File: src/hdl/rcff_pkg.sv
// rcff_pkg: constants shared by the rail control and fault flag block.
// assumes a single 50 MHz clock domain.
package rcff_pkg;
    localparam int unsigned RCFF_CLK_HZ = 50_000_000;
    // interrupt pulse minimum widths in microseconds
    localparam int unsigned RCFF_INT_LONG_US = 90;
    localparam int unsigned RCFF_INT_SHORT_US = 20;
    // least times round up to whole cycles
    localparam int unsigned RCFF_INT_LONG_CYC = (RCFF_INT_LONG_US * (RCFF_CLK_HZ / 1000) + 999) / 1000;
    localparam int unsigned RCFF_INT_SHORT_CYC = (RCFF_INT_SHORT_US * (RCFF_CLK_HZ / 1000) + 999) / 1000;
    localparam int unsigned RCFF_CNT_W = 13;
    // strap decode codes (select pin comparator result)
    localparam logic [2:0] RCFF_SEL_33_33 = 3'h0;
    localparam logic [2:0] RCFF_SEL_50_50 = 3'h1;
    localparam logic [2:0] RCFF_SEL_33_50 = 3'h2;
    localparam logic [2:0] RCFF_SEL_50_33 = 3'h3;
    localparam logic [2:0] RCFF_SEL_OPEN = 3'h4;
    // latched voltage pair encoding, bit1 analog ref 5 V, bit0 aux 5 V
    localparam logic [1:0] RCFF_VP_33_33 = 2'h0;
    localparam logic [1:0] RCFF_VP_50_50 = 2'h3;
    localparam logic [1:0] RCFF_VP_33_50 = 2'h1;
    localparam logic [1:0] RCFF_VP_50_33 = 2'h2;
    // fault index positions
    localparam int unsigned RCFF_F_CORE_OV = 0;
    localparam int unsigned RCFF_F_ANA_OV = 1;
    localparam int unsigned RCFF_F_ANA_OC = 2;
    localparam int unsigned RCFF_F_AUX_OV = 3;
    localparam int unsigned RCFF_F_AUX_OC = 4;
    localparam int unsigned RCFF_NFLT = 5;
    typedef enum logic [1:0] {
        RCFF_INT_IDLE = 2'b01,
        RCFF_INT_PULSE = 2'b10
    } rcff_int_st_t;
endpackage : rcff_pkg

File: src/hdl/rcff_regulator_control.sv
// rcff_regulator_control: rail enables, fault shutdown, fault flags,
// strap latch and interrupt pulse for the supply rails.
// assumes fault comparators and straps are asynchronous pins; sw strobes
// come from the serial interface logic on clk_i.
`timescale 1ns/1ps
`default_nettype none
module rcff_regulator_control #(
    parameter int unsigned INT_LONG_CYC = rcff_pkg::RCFF_INT_LONG_CYC,
    parameter int unsigned INT_SHORT_CYC = rcff_pkg::RCFF_INT_SHORT_CYC
) (
    input wire logic clk_i,
    input wire logic rst_n_i,
    input wire logic clk_en_i,
    // configuration read request: power-on release or low-power wake
    input wire logic cfg_read_i,
    input wire logic [2:0] select_code_i,
    input wire logic boost_gate_drive_sense_i,
    input wire logic ext_pass_transistor_i,
    // fault comparator pins
    input wire logic core_ov_i,
    input wire logic ana_ov_i,
    input wire logic ana_oc_i,
    input wire logic aux_ov_i,
    input wire logic aux_oc_i,
    // software commands, one-cycle strobes except the init_phase_i level
    input wire logic core_on_i,
    input wire logic core_off_i,
    input wire logic ana_on_i,
    input wire logic ana_off_i,
    input wire logic aux_on_i,
    input wire logic aux_off_i,
    input wire logic flag_clr_i,
    input wire logic init_phase_i,
    input wire logic int_cfg_wr_i,
    input wire logic int_cfg_long_i,
    input wire logic int_cfg_en_i,
    output logic preregulator_rail_en_o,
    output logic core_supply_rail_en_o,
    output logic analog_reference_rail_en_o,
    output logic auxiliary_rail_en_o,
    output logic transceiver_supply_rail_en_o,
    output logic buck_boost_mode_o,
    output logic [1:0] voltage_pair_o,
    output logic deep_fs_main_o,
    output logic deep_fs_safe_o,
    output logic [1:0] core_ana_flags_o,
    output logic [1:0] ana_flags_o,
    output logic [1:0] aux_flags_o,
    output logic interrupt_pulse_out_n_o
);
    import rcff_pkg::*;

    // two-flop synchronisers for all asynchronous pins
    // the select code must settle before the config request rises, since
    // its bits pass the flops separately and could skew by a cycle
    localparam int unsigned NSYNC = RCFF_NFLT + 5;
    logic [NSYNC-1:0] pin_raw;
    logic [NSYNC-1:0] sync1_r;
    logic [NSYNC-1:0] sync2_r;
    assign pin_raw = {boost_gate_drive_sense_i, select_code_i, cfg_read_i,
                      aux_oc_i, aux_ov_i, ana_oc_i, ana_ov_i, core_ov_i};
    always_ff @(posedge clk_i or negedge rst_n_i) begin
        if (!rst_n_i) begin
            sync1_r <= '0;
            sync2_r <= '0;
        end else if (clk_en_i) begin
            sync1_r <= pin_raw;
            sync2_r <= sync1_r;
        end
    end

    wire logic [RCFF_NFLT-1:0] flt_lvl;
    wire logic cfg_lvl;
    wire logic [2:0] sel_s;
    wire logic gate_s;
    assign flt_lvl = sync2_r[RCFF_NFLT-1:0];
    assign cfg_lvl = sync2_r[RCFF_NFLT];
    assign sel_s = sync2_r[RCFF_NFLT+3:RCFF_NFLT+1];
    assign gate_s = sync2_r[RCFF_NFLT+4];

    // rising edges of fault levels and config request
    // edge flops reset low like the idle pins, so no false edge after reset
    logic [RCFF_NFLT-1:0] flt_prev_r;
    logic cfg_prev_r;
    always_ff @(posedge clk_i or negedge rst_n_i) begin
        if (!rst_n_i) begin
            flt_prev_r <= '0;
            cfg_prev_r <= 1'b0;
        end else if (clk_en_i) begin
            flt_prev_r <= flt_lvl;
            cfg_prev_r <= cfg_lvl;
        end
    end
    wire logic [RCFF_NFLT-1:0] flt_rise;
    wire logic cfg_take;
    assign flt_rise = flt_lvl & ~flt_prev_r;
    assign cfg_take = cfg_lvl & ~cfg_prev_r;

    // analog overcurrent counts only with the external pass transistor
    wire logic ana_oc_valid;
    assign ana_oc_valid = flt_rise[RCFF_F_ANA_OC] & ext_pass_transistor_i;

    // fault shutdown requests per rail
    // trips act on the rising edge only: a fault still high after a re-enable
    // does not trip again, so the host must watch the flags
    wire logic core_trip;
    wire logic ana_trip;
    wire logic aux_trip;
    assign core_trip = flt_rise[RCFF_F_CORE_OV];
    assign ana_trip = flt_rise[RCFF_F_ANA_OV] | ana_oc_valid;
    assign aux_trip = flt_rise[RCFF_F_AUX_OV] | flt_rise[RCFF_F_AUX_OC];

    // rail enables, one flop per rail: core, analog reference, auxiliary;
    // a trip beats a same-cycle on command for safety
    localparam int unsigned NRAIL = 3;
    wire logic [NRAIL-1:0] rail_trip;
    wire logic [NRAIL-1:0] rail_on;
    wire logic [NRAIL-1:0] rail_off;
    wire logic [NRAIL-1:0] rail_en;
    assign rail_trip = {aux_trip, ana_trip, core_trip};
    assign rail_on = {aux_on_i, ana_on_i, core_on_i};
    assign rail_off = {aux_off_i, ana_off_i, core_off_i};

    generate
        for (genvar g = 0; g < NRAIL; g++) begin : g_rail
            logic en_r;
            wire logic en_nxt;
            // on wins over off; only a command brings a tripped rail back
            assign en_nxt = rail_trip[g] ? 1'b0 :
                            (rail_on[g] ? 1'b1 : (rail_off[g] ? 1'b0 : en_r));
            always_ff @(posedge clk_i or negedge rst_n_i) begin
                if (!rst_n_i) begin
                    en_r <= 1'b1;
                end else if (clk_en_i) begin
                    en_r <= en_nxt;
                end
            end
            assign rail_en[g] = en_r;
        end
    endgenerate
    assign {auxiliary_rail_en_o, analog_reference_rail_en_o, core_supply_rail_en_o} = rail_en;
    // these two have no software control in this block
    assign preregulator_rail_en_o = 1'b1;
    assign transceiver_supply_rail_en_o = 1'b1;

    // sticky fault flags; a new event wins over a same-cycle clear
    logic [RCFF_NFLT-1:0] flag_r;
    logic [RCFF_NFLT-1:0] flag_set;
    assign flag_set = {flt_rise[RCFF_F_AUX_OC], flt_rise[RCFF_F_AUX_OV],
                       ana_oc_valid, flt_rise[RCFF_F_ANA_OV], flt_rise[RCFF_F_CORE_OV]};
    always_ff @(posedge clk_i or negedge rst_n_i) begin
        if (!rst_n_i) begin
            flag_r <= '0;
        end else if (clk_en_i) begin
            flag_r <= (flag_clr_i ? '0 : flag_r) | flag_set;
        end
    end
    // analog overvoltage shows in two status words, both from one flop
    assign core_ana_flags_o = {flag_r[RCFF_F_ANA_OV], flag_r[RCFF_F_CORE_OV]};
    assign ana_flags_o = {flag_r[RCFF_F_ANA_OC], flag_r[RCFF_F_ANA_OV]};
    assign aux_flags_o = {flag_r[RCFF_F_AUX_OC], flag_r[RCFF_F_AUX_OV]};

    // strap decode: open strap falls back to the lower voltage pair
    wire logic sel_50_50;
    wire logic sel_33_50;
    wire logic sel_50_33;
    wire logic [1:0] vp_dec;
    assign sel_50_50 = (sel_s == RCFF_SEL_50_50);
    assign sel_33_50 = (sel_s == RCFF_SEL_33_50);
    assign sel_50_33 = (sel_s == RCFF_SEL_50_33);
    // every code not named above, open strap included, gives 3.3/3.3
    assign vp_dec = sel_50_50 ? RCFF_VP_50_50 :
                    sel_33_50 ? RCFF_VP_33_50 :
                    sel_50_33 ? RCFF_VP_50_33 : RCFF_VP_33_33;

    // ground strap (code RCFF_SEL_33_33 only) enables deep fail-safe
    wire logic deep_dec;
    assign deep_dec = (sel_s == RCFF_SEL_33_33);

    // hardware configuration latch, reloaded only on a config read
    logic [1:0] vp_r;
    logic deep_main_r;
    logic deep_safe_r;
    logic buck_boost_r;
    always_ff @(posedge clk_i or negedge rst_n_i) begin
        if (!rst_n_i) begin
            vp_r <= RCFF_VP_33_33;
            deep_main_r <= 1'b0;
            buck_boost_r <= 1'b0;
        end else if (clk_en_i && cfg_take) begin
            vp_r <= vp_dec;
            deep_main_r <= deep_dec;
            buck_boost_r <= gate_s;
        end
    end

    // fail-safe side reads the strap through its own synchroniser and edge
    // detect; a stuck flop in the main path cannot reach its copy
    logic [2:0] fs_sel1_r;
    logic [2:0] fs_sel2_r;
    logic fs_cfg1_r;
    logic fs_cfg2_r;
    logic fs_cfg_prev_r;
    always_ff @(posedge clk_i or negedge rst_n_i) begin
        if (!rst_n_i) begin
            fs_sel1_r <= '0;
            fs_sel2_r <= '0;
            fs_cfg1_r <= 1'b0;
            fs_cfg2_r <= 1'b0;
            fs_cfg_prev_r <= 1'b0;
        end else if (clk_en_i) begin
            fs_sel1_r <= select_code_i;
            fs_sel2_r <= fs_sel1_r;
            fs_cfg1_r <= cfg_read_i;
            fs_cfg2_r <= fs_cfg1_r;
            fs_cfg_prev_r <= fs_cfg2_r;
        end
    end
    wire logic fs_cfg_take;
    wire logic fs_deep_dec;
    assign fs_cfg_take = fs_cfg2_r & ~fs_cfg_prev_r;
    assign fs_deep_dec = (fs_sel2_r == RCFF_SEL_33_33);

    // fail-safe copy kept in its own flop so one upset cannot hit both
    always_ff @(posedge clk_i or negedge rst_n_i) begin
        if (!rst_n_i) begin
            deep_safe_r <= 1'b0;
        end else if (clk_en_i && fs_cfg_take) begin
            deep_safe_r <= fs_deep_dec;
        end
    end
    assign voltage_pair_o = vp_r;
    assign deep_fs_main_o = deep_main_r;
    assign deep_fs_safe_o = deep_safe_r;
    assign buck_boost_mode_o = buck_boost_r;

    // interrupt configuration, writable during init only
    // a write after init is dropped silently; the old setting stays in force
    logic int_long_r;
    logic int_en_r;
    always_ff @(posedge clk_i or negedge rst_n_i) begin
        if (!rst_n_i) begin
            int_long_r <= 1'b1;
            int_en_r <= 1'b1;
        end else if (clk_en_i && int_cfg_wr_i && init_phase_i) begin
            int_long_r <= int_cfg_long_i;
            int_en_r <= int_cfg_en_i;
        end
    end

    // pulse generator; an event during a pulse is queued behind it
    rcff_int_st_t int_st_r;
    rcff_int_st_t int_st_nxt;
    logic [RCFF_CNT_W-1:0] int_cnt_r;
    logic [RCFF_CNT_W-1:0] int_cnt_nxt;
    wire logic int_event;
    wire logic [RCFF_CNT_W-1:0] int_len;
    assign int_event = int_en_r & (|flag_set);
    assign int_len = int_long_r ? RCFF_CNT_W'(INT_LONG_CYC - 1) : RCFF_CNT_W'(INT_SHORT_CYC - 1);

    // an event inside a running pulse is kept and replayed once the pin has
    // been high for a cycle, so a condition is never lost; costs one flop
    logic int_pend_r;
    wire logic int_pend_nxt;
    wire logic int_go;
    assign int_pend_nxt = (int_st_r == RCFF_INT_PULSE) & (int_pend_r | int_event);
    assign int_go = int_event | int_pend_r;
    always_ff @(posedge clk_i or negedge rst_n_i) begin
        if (!rst_n_i) begin
            int_pend_r <= 1'b0;
        end else if (clk_en_i) begin
            int_pend_r <= int_pend_nxt;
        end
    end

    // next state and count of the pulse timer
    always_comb begin
        int_st_nxt = int_st_r;
        int_cnt_nxt = int_cnt_r;
        unique case (int_st_r)
            RCFF_INT_IDLE: begin
                if (int_go) begin
                    int_st_nxt = RCFF_INT_PULSE;
                    int_cnt_nxt = int_len;
                end
            end
            RCFF_INT_PULSE: begin
                if (int_cnt_r == '0) begin
                    int_st_nxt = RCFF_INT_IDLE;
                end else begin
                    int_cnt_nxt = int_cnt_r - 1'b1;
                end
            end
            default: begin
                int_st_nxt = RCFF_INT_IDLE;
                int_cnt_nxt = '0;
            end
        endcase
    end
    // timer state and count flops
    always_ff @(posedge clk_i or negedge rst_n_i) begin
        if (!rst_n_i) begin
            int_st_r <= RCFF_INT_IDLE;
            int_cnt_r <= '0;
        end else if (clk_en_i) begin
            int_st_r <= int_st_nxt;
            int_cnt_r <= int_cnt_nxt;
        end
    end
    // pin driven from a flop so it cannot glitch between events
    logic int_n_r;
    always_ff @(posedge clk_i or negedge rst_n_i) begin
        if (!rst_n_i) begin
            int_n_r <= 1'b1;
        end else if (clk_en_i) begin
            int_n_r <= (int_st_nxt != RCFF_INT_PULSE);
        end
    end
    assign interrupt_pulse_out_n_o = int_n_r;
endmodule // rcff_regulator_control
`default_nettype wire

File: config.mk
export PLATFORM = sky130hd
export DESIGN_NAME = rcff_regulator_control
export DESIGN_NICKNAME = d
export VERILOG_FILES = /design/src/hdl/rcff_pkg.sv /design/src/hdl/rcff_regulator_control.sv
export SDC_FILE = /design/constraint.sdc
export NUM_CORES = 1
export LEC_CHECK = 0
export BUFFER_PORTS_ARGS = -buffer_cell sky130_fd_sc_hd__buf_2
export CAP_MARGIN = 20
export CORE_ASPECT_RATIO = 1.1
export CORE_MARGIN = 5
export CORE_UTILIZATION = 59
export CTS_BUF_LIST = sky130_fd_sc_hd__clkbuf_2
export DETAILED_ROUTE_END_ITERATION = 8
export MAX_ROUTING_LAYER = met4
export PLACE_DENSITY_LB_ADDON = 0.15
export SLEW_MARGIN = 20
export SYNTH_ARGS = -nofsm -noshare
export SYNTH_HDL_FRONTEND = slang
export SYNTH_SLANG_ARGS = --single-unit
File: constraint.sdc
create_clock -name clk_i -period 2.4 [get_ports clk_i]
set_clock_uncertainty 0.05 [all_clocks]
set_input_delay 0.36 -clock clk_i [delete_from_list [all_inputs] [get_ports clk_i]]
set_output_delay 0.36 -clock clk_i [all_outputs]
set_load 0.02 [all_outputs]
# After elaboration in Yosys (flattened, before gate mapping)
# Cells that the tools add are included.
[totals]
regBits = 67
inputBits = 25
output_inout_bits = 17
elab_cells = 80
[classes]
add_sub_neg = 1
n_eq_ne = 8
n_mux = 20
bitwise = 13
n_reduce_logical = 15
[ops]
columns = ["op", "count"]
rows = [
  ["2-to-1 mux 13 bit", 3],
  ["one-hot mux 13 bit (2 select lines)", 1],
  ["logical NOT 13 bit", 1],
  ["subtractor 13 x 1 -> 13 bit (second input constant)", 1],
  ["2-to-1 mux 2 bit", 5],
  ["2-to-1 mux 1 bit", 9],
  ["nonzero test 3 bit", 3],
  ["equality test 3 x 2 -> 1 bit (second input constant)", 2],
  ["logical NOT 3 bit", 2],
  ["!= test 2 bit (second input constant)", 3],
  ["AND reduction 2 bit", 3],
  ["bitwise AND 1 bit", 5],
  ["bitwise AND 5 bit", 1],
  ["2-to-1 mux 5 bit", 1],
  ["NOT 5 bit", 1],
  ["OR 5 bit", 1],
  ["OR reduction 5 bit", 1],
  ["logical AND 1 bit", 4],
  ["one-hot mux 2 bit (2 select lines)", 1],
  ["equality test 3 x 1 -> 1 bit (second input constant)", 1],
  ["OR 1 bit", 3],
  ["AND reduction 3 bit", 1],
  ["equality test 2 x 1 -> 1 bit (second input constant)", 1],
  ["equality test 2 bit (second input constant)", 1],
  ["NOT 1 bit", 2],
]

# Logic depth before layout (Yosys ltp)
[logic_depth]
word_depth = 9
ltp_mapped = 8
mapped_depth_nobuf = 7

# Worst setup path after synthesis
# OpenSTA, ideal clock, no wires.
[synth_timing]
path_kind = "register -> register"
startpoint = "reg int_cnt_r[0]"
endpoint = "reg int_cnt_r[9]"
setup_time_ns = 0.125
arrival_time_ns = 1.969
t_required_ns = 2.225
slack_ns = 0.256
path_stages_with_launch = 9
path_buffers = 1
synth_period_minus_slack_ns = 2.144
cell_sequence = "dfrtp_1 -> inv_1 -> ha_1 -> nor3b_2 -> nand4b_1 -> or3b_4 -> nand2b_4 -> buf_8 -> mux2_4"
[synth_between]
elab_chain_cells = 3
elab_cells_between_ends = 6
classes_between = "add/sub (1); eq/ne (1); mux (2); reduce/logical (2)"
[synth_lines]
columns = ["element", "line_no", "rtl"]
rows = [
  ["start: declaration", "rcff_regulator_control.sv:254", "logic [RCFF_CNT_W-1:0] int_cnt_r;"],
  ["start signal: assignment", "rcff_regulator_control.sv:307", "int_cnt_r <= int_cnt_nxt;"],
  ["subtractor 13 x 1 -> 13 bit / logical NOT 13 bit (equally long branches)", "rcff_regulator_control.sv:291, rcff_regulator_control.sv:288", ""],
  ["2-to-1 mux 13 bit / != test 2 bit (equally long branches)", "-", ""],
  ["one-hot mux 13 bit (2 select lines) / AND reduction 3 bit (equally long branches)", "-", ""],
]
# Parallel ways exist; a longest one is shown, timed or not. The select of a mux whose other input is x is not followed.
# A chain may end at the register's enable or synchronous reset.

# Worst setup path in the final report
[layout_timing]
startpoint = "reg int_cnt_r[0]"
endpoint = "reg int_cnt_r[8]"
# Same word-level chain as after synthesis.

==> flow_summary_export.csv <==
group,metric,value,unit
yosys,yosysTopAreaCell,"dfrtp_1",
detailed_routing,wl_met3,235,µm
grt,grt_pass1_wl,9030,µm
run_status,outcome,"finished, final reports clean",
floorplan,dieArea,6100,µm²
yosys,synthCells,234,
floorplan,std_cell_rows,26,
floorplan,core-area,4590,µm²
floorplan,die_h,81.4,µm
sta,worst_pin_slew,0.602,ns
detailed_routing,routed-wl-met2,2510,µm
worst_setup_path,cp.arrival,2.55,ns
clock_tree,clk_latency,0.46,ns
yosys,synthArstFlopShare,1.00,
clock_tree,post_cts_resized,0,
power,p_sw,1210,µW
sta,fmax,446,MHz
yosys,synth_edf_count,0,
clock_tree,cts_tree,"built",
grt,track_usage,0.200,
floorplan,initial_core_util,0.597,
power,swShare,0.388,
worst_setup_path,cp-startpoint,"int_cnt_r[0]",
job,drv_cap,0,
worst_setup_path,reg2reg_to,"int_cnt_r[8]",
clock_tree,cts.path.max_buffers,2,
detailed_routing,drtIter0Drc,98,
detailed_routing,vias,1941,
floorplan,ioPinCount,42,
grt,antenna_found_initial,0,
hold_path,hp-start,"select_code_i[2]",
detailed_routing,wirelength,5150,µm
place,place_hpwl,3640,µm
sta,rsz0062_at_grt,"no",
worst_setup_path,max_stage_delay,0.44,ns
worst_setup_path,rrSetupSlack,0.16,ns
sta,final_max_slew_viol_count,0,
cells_and_area,fill_cells,346,
worst_setup_path,cp.depth,7,
detailed_routing,avgRoutedWirePerCell,15.2,µm
clock_tree,cts_post_setup_buffers_inserted,0,
detailed_routing,route.detailed.drc,0,
yosys,synthTopCellsByArea,"dfrtp_1 (46%), mux2_2 (13%), dfstp_2 (6.7%)",
power,sequentialPowerShare,0.439,
hold_path,min_path_cells,2,
worst_setup_path,path_class,"reg -> reg",
yosys,synth_seq_cells,57,
detailed_routing,wl_met1,2330,µm
power,p_int,1900,µW
place,place.gp.congestion,0.820,
yosys,netlist_area,2740,µm²
detailed_routing,firstDrtPassIters,5,
grt,grt_max_degree,33,
power,power_density,1010,nW/µm²
cells_and_area,area_growth_syn_to_layout,12.8,%
detailed_routing,drtAntennaViolNets,0,
sta,finalHoldViolCount,0,
detailed_routing,via_per_inst,5.73,
worst_setup_path,critPathLaunchType,"flop",
cells_and_area,final_nets,307,
place,numPortBuffers,39,
worst_setup_path,critPathSlowestCell,"or3b_4",
place,place_ws,0.163,ns
worst_setup_path,crit_family,"simple AND/OR/NAND/NOR gates",
worst_setup_path,crit_chain,"inv_1 > ha_1 > nor3b_2 > nand4b_1 > or3b_4 > nand2b_4 > mux2_2",
worst_setup_path,path_buf_inv,1,
cells_and_area,multiInputGateArea,1180,µm²
yosys,yosysSeqAreaShare,0.524,
worst_setup_path,reg2reg_from,"int_cnt_r[0]",
clock_tree,cts_buffers,9,
sta,fin_setup_tns,0,ns
worst_setup_path,worst_ep_required_time,2.71,ns
sta,setup_viol,0,
yosys,yosysWarnings,0,
yosys,postSynthAreaPerCell,11.7,µm²
sta,finalCritPeriodShare,0.934,
hold_path,hold_end,"sync1_r[8]",
floorplan,dieWidth,74.9,µm
power,leakagePower,0.00143,µW
yosys,ys.flop_type,"dfrtp_1",
cells_and_area,n_antenna_cell,0,
sta,fin_ws,0.159,ns
sta,slew_headroom,0.599,
worst_setup_path,reg2regPathDepth,7,
clock_tree,root_buffer,"clkbuf_2",
sta,period_needed,2.24,ns
grt,gr-total-overflow,0,
power,clkPwrFrac,0.152,
clock_tree,htree_levels,3,
power,p_comb_frac,0.409,
yosys,ys_types,52,
clock_tree,cts.sinks,57,
power,ir_worst_vdd,0.558,mV
worst_setup_path,crit_path_end_kind,"flop",
worst_setup_path,cp_max_fo,12,
detailed_routing,topRoutingLayerUsed,"met4",
cells_and_area,drive_above_1_share,0.385,
cells_and_area,final-seq-area,1440,µm²
grt,grt_pass1_vias,1952,
clock_tree,clk_pin_slew,0.17,ns
yosys,synth_top_area_frac,0.457,
hold_path,min_path_type,"in -> reg",
-- cell usage after synthesis, types with 4 or more instances --
master    instances
o31ai_1          10
xnor2_1           4
o21ai_0          14
inv_1             9
a21oi_1           8
nand2_1           9
mux2_2           32
clkbuf_1         10
nor2_1           10
buf_4             4
nor3_1            8
dfstp_2           7
dfrtp_1          50
a22o_1            5
nor2b_1           5
-- final cells by class --
cell class,count,area share
well taps,56,0.0227
repair buffers,49,0.0924
flip-flops and latches,57,0.465
clock inverters,4,0.00730
multi-input cells,153,0.384
clock buffers,11,0.0178
inverters,9,0.0109
-- worst register-to-register path, cell delays in order (launching register included) --
cell      delay [ns]
dfrtp_1         0.42
inv_1           0.08
ha_1            0.19
nor3b_2         0.28
nand4b_1        0.16
or3b_4          0.44
nand2b_4        0.17
mux2_2          0.36
-- timing repair --
item / CTS / global route
endpoints found under the setup margin: 0 / 0
hold buffers: 1 / 0
hold endpoints to repair: 24 / 0
-- per-layer routing --
metal / vias to the layer above / track usage
met5: - / -
met4: 0 / 0.101
met3: 10 / 0.0379
met2: 43 / 0.301
met1: 935 / 0.259
li1: 953 / -
-- placed cells by master, fill, tap and decap left out, drive strengths merged, types with 3 or more instances in the layout --
cell,count
dfrtp,50
buf,48
mux2,33
o21ai,14
clkbuf,11
nor2,10
o31ai,10
inv,9
nand2,9
nor3,8
a21oi,8
dfstp,7
nor2b,5
a22o,5
xnor2,4
nand2b,4
a211oi,3
ha,3
clkinv,3
nor4,3
nor3b,3
-- metrics by stage --
stage | area, µm² | total power [µW] | cells | hold WS [ns] | utilization
after floorplan | 2740 | 2320 | 235 | 0.0144 | -
after global placement | 3000 | 2640 | 323 | 0.358 | 0.654
after detailed placement | 3000 | 2660 | 323 | 0.354 | 0.654
after CTS | 3090 | 3140 | 339 | 0.0313 | 0.673
after global routing | 3090 | 3370 | 339 | 0.0215 | 0.673
final | 3090 | 3110 | 339 | 0.0708 | 0.673
-- power by group through the flow --
stage | Sequential [µW] | Clock, µW | Combinational (µW)
after floorplan | 1420 | 0 | 897
after global placement | 1370 | 0 | 1270
after detailed placement | 1380 | 0 | 1270
after CTS | 1370 | 492 | 1280
after global routing | 1400 | 536 | 1430
final | 1370 | 473 | 1270
-- cells by family after synthesis --
family | share of synthesized area
xor+xnor | 0.0160
compound gates | 0.149
mux | 0.141
simple gates | 0.111
buf+inv | 0.0443
fa+ha+maj | 0.0137
flops | 0.524
other cells | 0.00137
-- worst max path at each step --
stage,end
6_report,int_cnt_r[8]
5_1_grt,int_cnt_r[8]
4_1_cts,int_cnt_r[8]
3_5_place_dp,int_cnt_r[8]
3_3_place_gp,int_cnt_r[8]
2_1_floorplan,int_cnt_r[9]
-- state kept, by name (all words and copies together), names as in the netlist --
register,cells
int_en_r,1
deep_fs_main_o,1
sync2_r,10
int_long_r,1
int_cnt_r,13
auxiliary_rail_en_o,1
voltage_pair_o,2
sync1_r,10
flag_r,5
buck_boost_mode_o,1
int_st_r,2
core_supply_rail_en_o,1
cfg_prev_r,1
interrupt_pulse_out_n_o,1
analog_reference_rail_en_o,1
flt_prev_r,5
int_pend_r,1
Note: power is estimated with default switching activity, not from simulation.
